[src/core/sbmi_pkg.sv]
package sbmi_pkg;

    // Bus widths
    localparam int unsigned ADR_W       = 20;
    localparam int unsigned DAT_W       = 16;

    // Clock rate and access timeout backstop (longest time, rounds down)
    localparam int unsigned CLK_HZ      = 40_000_000;
    localparam int unsigned TMO_MAX_MS  = 3;
    localparam int unsigned TMO_MAX_CYC = CLK_HZ / 1000 * TMO_MAX_MS;

    // Extra wait states in release-every-cycle mode
    localparam logic [1:0]  REL_WS      = 2'h3;
    // Extra cycles spent off the bus after giving it up
    localparam logic [1:0]  YIELD_CYC   = 2'h1;

    // Synchroniser reset levels: {tmr3, tmr1, cbrq_n, busy_n, bprn_n, xack_n}
    localparam logic [5:0]  SYNC_RST    = 6'h0f;
    localparam int unsigned SYNC_W      = 6;

    // Access sequencer states
    typedef enum logic [2:0] {
        ST_IDLE,
        ST_ACQ,
        ST_CMD,
        ST_WAIT,
        ST_YIELD
    } sbmi_state_t;

endpackage : sbmi_pkg

[src/core/sbmi_port.sv]
`timescale 1ns/1ps
`default_nettype none

module sbmi_port #(
    parameter int unsigned TMO_MAX_CYC = sbmi_pkg::TMO_MAX_CYC
) (
    input  wire logic                       mclk_i,
    input  wire logic                       rst_i,
    input  wire logic                       req_i,
    input  wire logic                       we_i,
    input  wire logic                       io_i,
    input  wire logic                       byte_i,
    input  wire logic [sbmi_pkg::ADR_W-1:0] addr_i,
    input  wire logic [sbmi_pkg::DAT_W-1:0] wdata_i,
    input  wire logic                       cpu_reset_i,
    input  wire logic                       cfg_release_i,
    output logic                            done_o,
    output logic                            err_o,
    output logic      [sbmi_pkg::DAT_W-1:0] rdata_o,
    output logic      [sbmi_pkg::ADR_W-1:0] adr_o,
    output logic      [sbmi_pkg::DAT_W-1:0] dat_o,
    output logic                            dat_oe_o,
    input  wire logic [sbmi_pkg::DAT_W-1:0] dat_i,
    output logic                            mrdc_n_o,
    output logic                            mwtc_n_o,
    output logic                            iorc_n_o,
    output logic                            iowc_n_o,
    input  wire logic                       xack_n_i,
    output logic                            breq_n_o,
    input  wire logic                       bprn_n_i,
    input  wire logic                       busy_n_i,
    output logic                            busy_n_o,
    output logic                            busy_oe_o,
    input  wire logic                       cbrq_n_i,
    output logic                            init_n_o,
    input  wire logic                       tmr1_i,
    input  wire logic                       tmr3_i
);
    import sbmi_pkg::*;

    localparam int unsigned BK_W = $clog2(TMO_MAX_CYC + 1);

    sbmi_state_t            state;
    logic [SYNC_W-1:0]      pin_s;
    logic                   ack;
    logic                   prio;
    logic                   busy_other;
    logic                   cbrq;
    logic                   t1_d;
    logic                   t3_d;
    logic                   t1_rise;
    logic                   t3_rise;
    logic                   mode_rel;
    logic                   own;
    logic                   we_r;
    logic                   io_r;
    logic                   byte_r;
    logic                   odd_r;
    logic [1:0]             ws_cnt;
    logic [1:0]             yield_cnt;
    logic                   yield_now;
    logic                   start;
    logic                   tmo_run;
    logic                   armed;
    logic [BK_W-1:0]        bk_cnt;
    logic                   tmo_fire;

    // Foreign pins pass the three-stage synchroniser
    sbmi_sync #(
        .W       (SYNC_W),
        .RST_VAL (SYNC_RST)
    ) u_sync (
        .mclk_i  (mclk_i),
        .rst_i   (rst_i),
        .pin_i   ({tmr3_i, tmr1_i, cbrq_n_i, busy_n_i, bprn_n_i, xack_n_i}),
        .lvl_o   (pin_s)
    );

    // Decoded pin levels and timer rising edges, active high
    assign ack        = ~pin_s[0];
    assign prio       = ~pin_s[1];
    assign busy_other = ~pin_s[2];
    assign cbrq       = ~pin_s[3];
    assign t1_rise    = pin_s[4] & ~t1_d;
    assign t3_rise    = pin_s[5] & ~t3_d;

    // Owner in hold mode leaves the bus once a lower master asks
    assign yield_now  = own & ~mode_rel & cbrq;
    assign start      = (state == ST_IDLE) & req_i & ~yield_now;

    // Timer 1 edge arms, next timer 3 edge fires; counter is a backstop
    assign tmo_fire   = tmo_run & ((armed & t3_rise) |
                        (bk_cnt == BK_W'(TMO_MAX_CYC - 1)));

    // Bus init follows power-on reset and the processor reset instruction
    always_ff @(posedge mclk_i or posedge rst_i) begin
        if (rst_i) begin
            init_n_o <= 1'b0;
            busy_n_o <= 1'b1;
        end else begin
            init_n_o <= ~cpu_reset_i;
            busy_n_o <= 1'b0;
        end
    end

    // Timer edge history
    always_ff @(posedge mclk_i or posedge rst_i) begin
        if (rst_i) begin
            t1_d <= 1'b0;
            t3_d <= 1'b0;
        end else begin
            t1_d <= pin_s[4];
            t3_d <= pin_s[5];
        end
    end

    // Access timeout, started at the request and stopped by acknowledge
    always_ff @(posedge mclk_i or posedge rst_i) begin
        if (rst_i) begin
            tmo_run <= 1'b0;
            armed   <= 1'b0;
            bk_cnt  <= '0;
        end else if (start) begin
            tmo_run <= 1'b1;
            armed   <= t1_rise;
            bk_cnt  <= '0;
        end else if (tmo_run && (tmo_fire || (state == ST_WAIT && ack))) begin
            tmo_run <= 1'b0;
        end else if (tmo_run) begin
            bk_cnt <= bk_cnt + 1'b1;
            if (t1_rise) begin
                armed <= 1'b1;
            end
        end
    end

    // Access sequencer: acquire, command, acknowledge, yield
    always_ff @(posedge mclk_i or posedge rst_i) begin
        if (rst_i) begin
            state     <= ST_IDLE;
            own       <= 1'b0;
            busy_oe_o <= 1'b0;
            breq_n_o  <= 1'b1;
            mode_rel  <= 1'b0;
            we_r      <= 1'b0;
            io_r      <= 1'b0;
            byte_r    <= 1'b0;
            odd_r     <= 1'b0;
            ws_cnt    <= '0;
            yield_cnt <= '0;
            adr_o     <= '0;
            dat_o     <= '0;
            dat_oe_o  <= 1'b0;
            mrdc_n_o  <= 1'b1;
            mwtc_n_o  <= 1'b1;
            iorc_n_o  <= 1'b1;
            iowc_n_o  <= 1'b1;
            rdata_o   <= '0;
            done_o    <= 1'b0;
            err_o     <= 1'b0;
        end else begin
            done_o <= 1'b0;
            err_o  <= 1'b0;
            unique case (state)
                ST_IDLE: begin
                    if (yield_now) begin
                        own       <= 1'b0;
                        busy_oe_o <= 1'b0;
                        breq_n_o  <= 1'b1;
                        yield_cnt <= YIELD_CYC;
                        state     <= ST_YIELD;
                    end else if (req_i) begin
                        mode_rel <= cfg_release_i;
                        ws_cnt   <= cfg_release_i ? REL_WS : 2'h0;
                        we_r     <= we_i;
                        io_r     <= io_i;
                        byte_r   <= byte_i;
                        odd_r    <= addr_i[0];
                        adr_o    <= addr_i;
                        if (!byte_i) begin
                            dat_o <= wdata_i;
                        end else if (addr_i[0]) begin
                            dat_o <= {8'h00, wdata_i[7:0]};
                        end else begin
                            dat_o <= {wdata_i[7:0], 8'h00};
                        end
                        breq_n_o <= 1'b0;
                        state    <= own ? ST_CMD : ST_ACQ;
                    end
                end
                ST_ACQ: begin
                    if (tmo_fire) begin
                        err_o    <= 1'b1;
                        breq_n_o <= 1'b1;
                        state    <= ST_IDLE;
                    end else if (prio && !busy_other) begin
                        own       <= 1'b1;
                        busy_oe_o <= 1'b1;
                        state     <= ST_CMD;
                    end
                end
                ST_CMD: begin
                    if (tmo_fire) begin
                        err_o     <= 1'b1;
                        own       <= 1'b0;
                        busy_oe_o <= 1'b0;
                        breq_n_o  <= 1'b1;
                        yield_cnt <= YIELD_CYC;
                        state     <= ST_YIELD;
                    end else if (ws_cnt != 2'h0) begin
                        dat_oe_o <= we_r;
                        ws_cnt   <= ws_cnt - 2'h1;
                    end else if (!ack) begin
                        dat_oe_o <= we_r;
                        mrdc_n_o <= ~(~io_r & ~we_r);
                        mwtc_n_o <= ~(~io_r & we_r);
                        iorc_n_o <= ~(io_r & ~we_r);
                        iowc_n_o <= ~(io_r & we_r);
                        state    <= ST_WAIT;
                    end
                end
                ST_WAIT: begin
                    if (ack || tmo_fire) begin
                        mrdc_n_o <= 1'b1;
                        mwtc_n_o <= 1'b1;
                        iorc_n_o <= 1'b1;
                        iowc_n_o <= 1'b1;
                        dat_oe_o <= 1'b0;
                        done_o   <= ack;
                        err_o    <= ~ack;
                        if (ack && !byte_r) begin
                            rdata_o <= dat_i;
                        end else if (ack) begin
                            rdata_o <= {8'h00, odd_r ? dat_i[7:0] : dat_i[15:8]};
                        end
                        if (mode_rel || cbrq || !ack) begin
                            own       <= 1'b0;
                            busy_oe_o <= 1'b0;
                            breq_n_o  <= 1'b1;
                            yield_cnt <= YIELD_CYC;
                            state     <= ST_YIELD;
                        end else begin
                            state <= ST_IDLE;
                        end
                    end
                end
                ST_YIELD: begin
                    if (yield_cnt == 2'h0) begin
                        state <= ST_IDLE;
                    end else begin
                        yield_cnt <= yield_cnt - 2'h1;
                    end
                end
            endcase
        end
    end
endmodule : sbmi_port

`default_nettype wire

[src/core/sbmi_sync.sv]
`timescale 1ns/1ps
`default_nettype none

module sbmi_sync #(
    parameter int unsigned       W       = 1,
    parameter logic [W-1:0]      RST_VAL = '0
) (
    input  wire logic            mclk_i,
    input  wire logic            rst_i,
    input  wire logic [W-1:0]    pin_i,
    output logic      [W-1:0]    lvl_o
);

    // Three-stage capture per pin; level moves only when stages two and three agree
    for (genvar i = 0; i < W; i++) begin : g_bit
        logic s1;
        logic s2;
        logic s3;
        logic lvl;
        always_ff @(posedge mclk_i or posedge rst_i) begin
            if (rst_i) begin
                s1  <= RST_VAL[i];
                s2  <= RST_VAL[i];
                s3  <= RST_VAL[i];
                lvl <= RST_VAL[i];
            end else begin
                s1 <= pin_i[i];
                s2 <= s1;
                s3 <= s2;
                if (s2 == s3) begin
                    lvl <= s3;
                end
            end
        end
        assign lvl_o[i] = lvl;
    end

endmodule : sbmi_sync

`default_nettype wire

[config.mk]
export PLATFORM = sky130hd
export DESIGN_NAME = sbmi_port
export DESIGN_NICKNAME = d
export VERILOG_FILES = /design/src/core/sbmi_pkg.sv /design/src/core/sbmi_port.sv /design/src/core/sbmi_sync.sv
export SDC_FILE = /design/constraint.sdc
export NUM_CORES = 1
export LEC_CHECK = 0
export BUFFER_PORTS_ARGS = -buffer_cell sky130_fd_sc_hd__clkbuf_2
export CORE_MARGIN = 2
export CORE_UTILIZATION = 55
export CTS_BUF_LIST = sky130_fd_sc_hd__clkbuf_8
export DETAILED_ROUTE_END_ITERATION = 6
export GPL_TIMING_DRIVEN = 0
export PLACE_DENSITY = 0.87
export SLEW_MARGIN = 20
export SYNTH_ARGS = -nofsm -noshare
export SYNTH_HDL_FRONTEND = slang
export SYNTH_SLANG_ARGS = --single-unit
[constraint.sdc]
create_clock -name mclk_i -period 4.15 [get_ports mclk_i]
set_input_delay 0.2075 -clock mclk_i [delete_from_list [all_inputs] [get_ports mclk_i]]
set_output_delay 0.2075 -clock mclk_i [all_outputs]
set_load 0.05 [all_outputs]
=== After elaboration in Yosys (flattened, before gate mapping) ===
Cells that the tools add are included.

* Register bits: 120
* Bits in latches: 0
* Memory bits (writable): 0
* Memory bits (read-only): 0
* Input port bits: 66
* Logic and storage cells: 224
* Memories kept: 0

* Add/subtract/negate cells: 3
* Multiply operators: 0
* Div/mod/pow operators: 0
* Order comparisons: 0
* Equality and inequality tests: 33
* Shifts and indexed selects: 0
* Multiplexer cells: 78
* Bitwise gates (word level): 27
* Reductions and logical operators: 32

{| class="wikitable"
|+ Operators with widths
! operator !! number
|-
| $mux 16 || 4
|-
| $mux 17 || 3
|-
| $mux 1 || 38
|-
| $mux 3 || 10
|-
| $ne 2x2->1 const B || 13
|-
| $mux 2 || 11
|-
| $add 17x1->17 const B || 1
|-
| $eq 17x17->1 const B || 1
|-
| $pmux 3 s5 || 1
|-
| $reduce_and 5->1 || 3
|-
| $not 1->1 || 14
|-
| $and 1x1->1 || 12
|-
| $pmux 1 s2 || 6
|-
| $reduce_and 6->1 || 2
|-
| $reduce_bool 2->1 || 6
|-
| $ne 3x3->1 const B || 3
|-
| $reduce_and 3->1 || 3
|-
| $mux 8 || 1
|-
| $ne 2x1->1 const B || 4
|-
| $pmux 2 s4 || 1
|-
| $reduce_bool 4->1 || 2
|-
| $reduce_and 7->1 || 1
|-
| $eq 1x1->1 || 6
|-
| $eq 3x2->1 const B || 2
|-
| other kinds (17) || 25
|}

=== Longest topological paths before layout ===
Gate-level depths: netlist (run 1).

* Depth in word-level cells: 9
* Depth in mapped cells: 8
* Mapped depth without buffers: 7

=== By module ===
A second synthesis (run 1) with hierarchy kept.

* Cells, all modules: 502
* Area total of the unflattened synthesis: 5193.7 sq um

{| class="wikitable"
|+ Modules (own cells, without submodules)
! module !! instances !! cells an instance !! area an instance (sq um) !! seq. area each (sq um)
|-
| sbmi_port || 1 || 465 || 4456.8 || 2384.8
|-
| sbmi_sync || 1 || 37 || 737.0 || 620.6
|}

=== Worst setup path after synthesis (run 1) ===
OpenSTA, ideal clock, no wires.

* Path kind: reg-to-reg
* Start point: register own
* End point: register ws_cnt[1]
* Library setup time: 121 ps
* Data arrival time: 1842 ps
* Setup slack: 2187 ps
* Stages on the path, launching flop included: 7
* Period minus slack after synthesis: 1963 ps
* Cells stage by stage: dfrtp_1 > or3b_1 > and3_1 > buf_2 > a21oi_2 > a21oi_1 > o22a_1

* Cells in the longest elaborated chain, start to end: 4

{| class="wikitable"
|+ RTL lines
! element !! RTL line !! RTL
|-
| from (decl) || sbmi_port.sv:54 || <nowiki>logic own;</nowiki>
|-
| from (signal assigned) || sbmi_port.sv:141 || <nowiki>own <= 1'b0;</nowiki>
|-
| from (signal assigned) || sbmi_port.sv:167 || <nowiki>own <= 1'b0;</nowiki>
|-
| from (signal assigned) || sbmi_port.sv:197 || <nowiki>own <= 1'b1;</nowiki>
|-
| $and 1x1->1 (2 in series) || sbmi_port.sv:88 || <nowiki>assign yield_now = own & ~mode_rel & cbrq;</nowiki>
|-
| $ne 2x2->1 (no line) || -- ||
|-
| $reduce_and 5->1 (no line) || -- ||
|-
| to (signal assigned) || sbmi_port.sv:174 || <nowiki>ws_cnt <= cfg_release_i ? REL_WS : 2'h0;</nowiki>
|-
| to (signal assigned) || sbmi_port.sv:212 || <nowiki>ws_cnt <= ws_cnt - 2'h1;</nowiki>
|-
| to (decl) || sbmi_port.sv:59 || <nowiki>logic [1:0] ws_cnt;</nowiki>
|}

Every way passes these cells.
A chain may end at the register's enable or synchronous reset.

=== Worst setup path in the final report (run 1) ===
* Start point: register u_sync.g_bit[0].lvl
* End point: register bk_cnt[7]

* Cells in the longest elaborated chain, start to end: 6

{| class="wikitable"
|+ RTL lines
! element !! RTL line !! RTL
|-
| from (decl) || sbmi_sync.sv:19 || <nowiki>logic lvl;</nowiki>
|-
| from (signal assigned) || sbmi_sync.sv:25 || <nowiki>lvl <= RST_VAL[i];</nowiki>
|-
| $not 1->1 || sbmi_port.sv:80 || <nowiki>assign ack = ~pin_s[0];</nowiki>
|-
| $logic_and 1x1->1 || sbmi_port.sv:127 || <nowiki>end else if (tmo_run && (tmo_fire || (state == ST_WAIT && ack))) begin</nowiki>
|-
| $logic_or 1x1->1 || sbmi_port.sv:127 ||
|-
| $logic_and 1x1->1 || sbmi_port.sv:127 ||
|-
| $ne 2x2->1 (no line) || -- ||
|-
| $reduce_and 2->1 (no line) || -- ||
|-
| to (signal assigned) || sbmi_port.sv:130 || <nowiki>bk_cnt <= bk_cnt + 1'b1;</nowiki>
|-
| to (decl) || sbmi_port.sv:65 || <nowiki>logic [BK_W-1:0] bk_cnt;</nowiki>
|}

Every way passes these cells.

==> impl_metrics.py, run 1 <==
metrics = {
    "status": {
        "status": "complete, no violations",
    },
    "synthesis": {
        "synth-seq-area-share_pct": 56.28,
        "syn_nets": 597,
        "synth.area.top_cells": "dfrtp_1 (45%), dfstp_2 (11%), nand2_1 (8.1%)",
        "synth_edf_count": 0,
        "ys_ff_latch": 119,
        "synth_top_area_cell": "dfrtp_1",
        "synth_flop_cell": "dfrtp_1",
        "netlist_area_sq_um": 5340,
        "synth_cell_type_count": 70,
        "synth_area_per_cell_sq_um": 10.11,
        "synthCells": 528,
        "yosys_warnings": 0,
        "async_flop_share_pct": 100.0,
        "yosys.area.top_type_share_pct": 45.45,
    },
    "grt": {
        "grt_pass1_vias": 4817,
        "grt_max_degree": 63,
        "grt_overflow": 0,
        "antenna_found_initial": 0,
        "grt_usage_pct": 28.21,
        "grt_pass1_wl_um": 22580,
    },
    "power_and_ir_drop": {
        "power.leakage_nw": 3.343,
        "pwr_density_cell_nw_per_um2": 787.3,
        "clock_power_share_pct": 19.0,
        "power.share.combinational_pct": 47.9,
        "switching_power_w": 0.002682,
        "p_int_w": 0.002771,
        "vdd.ir_drop.worst_mv": 0.5911,
        "seqPwrFrac_pct": 33.1,
        "switching_share_pct": 49.18,
    },
    "sta": {
        "period_share_pct": 51.51,
        "finalCriticalPeriod_ps": 2138,
        "skew_ps": 15.23,
        "maxSlewHeadroom_pct": 61.63,
        "finalSetupViolations": 0,
        "finalHoldViolations": 0,
        "rsz0062_at_grt": "false",
        "fmax_mhz": 467.8,
        "slew_violations": 0,
        "worstMarginPinSlew_ps": 575.6,
        "tns_ps": 0,
    },
    "setup_path": {
        "cpPeakStageDelay_ps": 520,
        "path_cells": "buf_2, nand4bb_1, buf_2, and3_1, buf_4, o211ai_4, or3_1, a21oi_1",
        "worst_r2r_endpoint": "bk_cnt[7]$_DFFE_PP0P_",
        "crit_cells": 8,
        "start_kind": "flop",
        "arrival_ps": 2480,
        "endpoint_kind": "flop",
        "cp_top_family": "simple AND/OR/NAND/NOR gates",
        "cp-startpoint": "u_sync.g_bit[0].lvl$_DFFE_PP1N_",
        "rr_worst_depth": 8,
        "cp_common_cell": "buf_2",
        "cp.required_ps": 4490,
        "critPathCapture": "bk_cnt[7]$_DFFE_PP0P_",
        "ff2ff_setup_slack_ps": 2010,
        "crit_fanout": 9,
        "cp_num_buf_inv": 3,
        "critPathKind": "reg -> reg",
        "r2r-start": "u_sync.g_bit[0].lvl$_DFFE_PP1N_",
        "slowest_stage": "dfstp_2",
    },
    "layout": {
        "antennaDiodeCount": 0,
        "nFillCells": 582,
        "final_util_pct": 74.26,
        "finalNetCount": 781,
        "regArea_sq_um": 3005,
        "area_growth_pct": 29.71,
        "multi_input_area_sq_um": 2131,
        "drive_gt1_share_pct": 29.66,
    },
    "floorplanning": {
        "start_util_pct": 57.25,
        "num_io_pins": 129,
        "die_h_um": 102.5,
        "die-area_sq_um": 10510,
        "core_sq_um": 9328,
        "num_rows": 35,
        "die_w_um": 102.5,
    },
    "clock_network": {
        "cts_tree": "built",
        "root_buffer": "clkbuf_8",
        "clockBufferDepth": 2,
        "numCtsBuffers": 17,
        "clkTransAtPathRegs_ps": 80,
        "cts_resized": 0,
        "clock-sinks": 119,
        "cts_htree_levels": 4,
        "clock_latency_ps": 440,
    },
    "drt": {
        "firstDrtPassIters": 5,
        "drt_wl_total_um": 14070,
        "vias": 4735,
        "wl_per_cell_um": 16.48,
        "ant_nets": 0,
        "vias_per_cell": 5.544,
        "drt_iter0_drc": 252,
        "drc": 0,
    },
    "min_path": {
        "min_from": "dat_i[11]",
        "hp-class": "in -> reg",
        "min_path_cells": 3,
    },
    "placed_design": {
        "gp_congestion": 0.8491,
        "portBuffers": 128,
        "place_hpwl_um": 8696,
    },
    "flow_run": {
        "maxCapViolations": 0,
    },
}
[registers in the layout, summed over array words and instances, names as in the netlist, 6 cells and up]
name	cells
u_sync.g_bit.lvl	6
adr_o	20
dat_o	16
u_sync.g_bit.s1	6
bk_cnt	17
rdata_o	16
u_sync.g_bit.s2	6
u_sync.g_bit.s3	6
[cells in the mapped netlist (all sizes together) (4+ instances only)]
cell type,number
nand3,14
nor2,34
mux2i,12
inv,16
nand2b,12
mux2,4
or3,6
dfrtp,97
clkbuf,12
buf,18
a21oi,27
xor2,5
o21ai,28
xnor2,6
nor3,8
maj3,6
dfstp,22
nand2,115
nor2b,13
nand4,7
[layer usage]
| metal | GRT usage, % | wire, um |
|---|---|---|
| met5 | 0 | 0 |
| met3 | 8.271 | 1236 |
| met2 | 47.06 | 6738 |
| met1 | 34.62 | 5646 |
| met4 | 11.49 | 450 |
[tightest hold or removal path: stages]
cell and delay, ps:
clkbuf_2 90, nand2b_1 60, o21ai_0 60
[layout by cell type (no fill, tap or decap), types with 7 or more instances in the layout]
cell type      Yosys  routed
clkbuf_2           1     129
nand2_1          115     115
dfrtp_1           97      97
dlygate4sd3_1      0      36
nor2_1            33      33
o21ai_0           27      27
a21oi_1           25      25
dfstp_2           22      22
clkbuf_8           0      17
inv_1             16      15
nand3_1           14      14
nor2b_1           13      13
nand2b_1          12      12
mux2i_1           12      12
clkbuf_1          11      11
nor3_1             8       8
buf_1              8       8
nand4_1            7       7
[through the flow]
| stage | std cells | cell area [sq um] | hold slack [ps] | setup slack (ps) | power [W] |
|---|---|---|---|---|---|
| floorplan | 528 | 5340 | 212.0 | 821.4 | 0.003717 |
| global placement | 785 | 6142 | 295.8 | -284.6 | 0.004227 |
| detailed placement | 786 | 6175 | 296.7 | 2042 | 0.004328 |
| CTS | 854 | 6927 | 11.85 | 2010 | 0.005404 |
| global route | 854 | 6927 | 46.83 | 1879 | 0.005756 |
| finish | 854 | 6927 | 41.16 | 2012 | 0.005453 |
[power groups by stage]
stage | clock (W) | combinational (W) | sequential (W)
final | 0.00103 | 0.00261 | 0.00181
after global routing | 0.00111 | 0.00281 | 0.00184
after CTS | 0.00105 | 0.00257 | 0.00179
after detailed placement | 0 | 0.00253 | 0.00180
after global placement | 0 | 0.00245 | 0.00178
after floorplan | 0 | 0.00106 | 0.00266
[worst min-delay path by stage]
| stage | endpoint | slack (ps) |
|---|---|---|
| after floorplan | u_sync.g_bit[0].s1$_DFF_PP1_ | 210 |
| after global placement | u_sync.g_bit[3].s1$_DFF_PP1_ | 300 |
| after detailed placement | u_sync.g_bit[3].s1$_DFF_PP1_ | 300 |
| final | rdata_o[11]$_DFFE_PP0P_ | 40 |
| after global routing | rdata_o[9]$_DFFE_PP0P_ | 50 |
| after CTS | dat_o[2]$_DFFE_PP0P_ | 10 |
[kinds of logic (layout without fill, tap and decap cells)]
kind of cell,after synthesis,count (layout),synth area share [%]
xor+xnor,11,11,1.804
simple gates,233,233,20.60
mux,16,16,3.093
buf+inv,46,243,3.819
fa+ha+maj,9,9,1.828
flops,119,119,56.28
other cells,1,1,0.07022
compound gates,93,93,12.51
[final cells by class]
| type | instances | area share, % |
|---|---|---|
| well taps | 129 | 2.330 |
| clock inverters | 15 | 2.276 |
| flip-flops and latches | 119 | 43.39 |
| repair buffers | 165 | 14.85 |
| inverters | 16 | 0.9393 |
| plain buffers | 30 | 2.077 |
| multi-input cells | 363 | 30.76 |
| clock buffers | 17 | 3.378 |
[repair_timing]
| action | CTS | global route |
|---|---|---|
| hold buffers | 36 | 0 |
| buffers inserted | 0 | 0 |
| endpoints found under the hold margin | 76 | 0 |
No activity file was read; power rests on OpenSTA's default activity.
==> run 2, diff against run 1 <==
Clock period 4.15 ns to 2.1 ns, I/O delays scaled along.
==> run 2 against run 1 <==
Against the previous run:
- global-route usage increased by 4.8 points
- routed wire length increased by 14%
- worst hold slack lost 35 ps
- via count up 5.6%
- sequential cell count unchanged
- total power increased by 100%
- critical path type unchanged
- highest routed layer unchanged
==> impl_metrics.py, run 2 (synthesis results as in run 1) <==
metrics = {
    "drt": {
        "ant_nets": 0,
        "firstDrtPassIters": 5,
        "wl_per_cell_um": 18.45,
        "vias": 5002,
        "drt_wl_total_um": 16110,
        "drc": 0,
        "vias_per_cell": 5.730,
        "drt_iter0_drc": 354,
    },
    "grt": {
        "grt_pass1_wl_um": 26070,
        "grt_usage_pct": 32.99,
        "antenna_found_initial": 0,
        "grt_pass1_vias": 5398,
        "grt_overflow": 0,
        "grt_max_degree": 37,
    },
    "power_and_ir_drop": {
        "vdd.ir_drop.worst_mv": 1.161,
        "power.leakage_nw": 3.476,
        "pwr_density_cell_nw_per_um2": 1547,
    },
    "floorplanning": {
        "die_w_um": 102.5,
        "num_io_pins": 129,
        "die-area_sq_um": 10510,
        "die_h_um": 102.5,
        "num_rows": 35,
        "core_sq_um": 9328,
        "start_util_pct": 57.25,
    },
    "setup_path": {
        "endpoint_kind": "flop",
        "crit_fanout": 10,
        "r2r-start": "mode_rel$_DFFE_PP0P_",
        "cp_top_family": "simple AND/OR/NAND/NOR gates",
        "start_kind": "flop",
        "arrival_ps": 2320,
        "cp.required_ps": 2410,
        "path_cells": "or3b_1, and3_1, buf_2, clkbuf_2, nand3_1, nand2_1",
        "cp-startpoint": "mode_rel$_DFFE_PP0P_",
        "cp_num_buf_inv": 2,
        "slowest_stage": "or3b_1",
        "cpPeakStageDelay_ps": 480,
        "critPathKind": "reg -> reg",
    },
    "flow_run": {
        "maxCapViolations": 0,
    },
    "sta": {
        "tns_ps": 0,
        "fin_hold_ws_ps": 6.410,
        "slew_violations": 0,
        "worstMarginPinSlew_ps": 720.7,
        "maxSlewHeadroom_pct": 51.86,
        "fmax_mhz": 498.1,
        "period_share_pct": 95.61,
        "finalSetupViolations": 0,
        "skew_ps": 22.37,
        "rsz0062_at_grt": "false",
        "finalCriticalPeriod_ps": 2008,
        "finalHoldViolations": 0,
    },
    "clock_network": {
        "clkTransAtPathRegs_ps": 80,
        "clockBufferDepth": 2,
        "clock_latency_ps": 450,
        "numCtsBuffers": 17,
        "cts_tree": "built",
        "cts_htree_levels": 4,
        "clock-sinks": 119,
        "root_buffer": "clkbuf_8",
    },
    "layout": {
        "regMostFlops": "adr_o",
        "area_growth_pct": 34.58,
        "nFillCells": 542,
        "mostFrequentLayoutCells": "clkbuf_2 (136), nand2_1 (114), dfrtp_1 (97)",
        "regArea_sq_um": 3005,
        "largest_reg_flops": 20,
        "finalNetCount": 800,
        "antennaDiodeCount": 0,
        "final_area_sq_um": 7187,
        "drive_gt1_share_pct": 31.18,
        "multi_input_area_sq_um": 2160,
        "largestRegisters": "adr_o: 20 flops, bk_cnt: 17 flops",
        "final_common_cell": "clkbuf_2",
    },
    "status": {
        "status": "complete, no violations",
    },
    "placed_design": {
        "place_hpwl_um": 9102,
        "portBuffers": 128,
        "gp_congestion": 0.8619,
        "postPlaceCellArea_sq_um": 6213,
    },
    "min_path": {
        "hp-class": "in -> reg",
        "min_from": "dat_i[0]",
    },
}
-- run 2: cell count changes in the layout (fill, tap and decap cells not counted), moves of 3 or more --
cell,change
clkinv_2,+3
nor3_2,+3
clkbuf_2,+7
buf_1,-4
nor3_1,-3
clkbuf_1,-3
dlygate4sd3_1,+16
inv_8,-4
-- run 2: final timing paths --
kind,endpoint,slack [ps],depth (start not counted)
setup / recovery,dat_o[3]$_DFFE_PP0P_,90,6
hold / removal,rdata_o[0]$_DFFE_PP0P_,6,3
setup reg to reg,dat_o[3]$_DFFE_PP0P_,90,6
hold reg to reg,u_sync.g_bit[0].s2$_DFF_PP1_,350,0
max in group asynchronous,u_sync.g_bit[2].lvl$_DFFE_PP1N_,840,5
min in group asynchronous,adr_o[3]$_DFFE_PP0P_,340,3
-- run 2: worst reg2reg max path, stage by stage, from the launching register on --
cell	delay [ps]
dfrtp_1	440
or3b_1	480
and3_1	220
buf_2	200
clkbuf_2	240
nand3_1	180
nand2_1	110
-- run 2: power by group --
group          leakage [nW]  switching [W]  internal [W]
sequential             1.45       0.000582       0.00305
combinational          1.82        0.00384       0.00150
clock                 0.207        0.00102       0.00113
-- run 2: cell type report --
cell class	count	area share, %
buffer	29	2.054
clock buffer	19	3.639
clock inverter	13	2.002
inverter	16	0.8879
multi-input combinational	363	30.05
sequential	119	41.82
tap	129	2.246
timing repair buffer	185	17.30
-- run 2: timing repair --
item / in CTS / in global routing
endpoints found under the hold margin: 86 / 0
gates resized for setup: 0 / 17
setup buffers: 0 / 2
endpoints found under the setup margin: 3 / 56
hold buffers: 52 / 0
-- run 2: routing by layer --
layer  routed length, um  up-vias  part of all wire, %  global-route usage (%)
li1                    -     2208                    -                       -
met1                5954     2389                   37                   37.84
met2                7947      318                   49                   56.01
met3                1407       87                  8.7                   9.898
met4                 801        0                  5.0                   17.13
met5                   0        -                    0                       0
-- run 2: through the flow --
stage	power [W]	setup WS, ps	utilization [%]	cells
after global placement	0.008369	-88.06	65.89	785
after CTS	0.01078	20.52	76.49	871
after detailed placement	0.008582	14.73	66.61	788
after global routing	0.01165	12.39	77.05	873
after floorplan	0.007347	136.6	-	528
final	0.01112	92.28	77.05	873
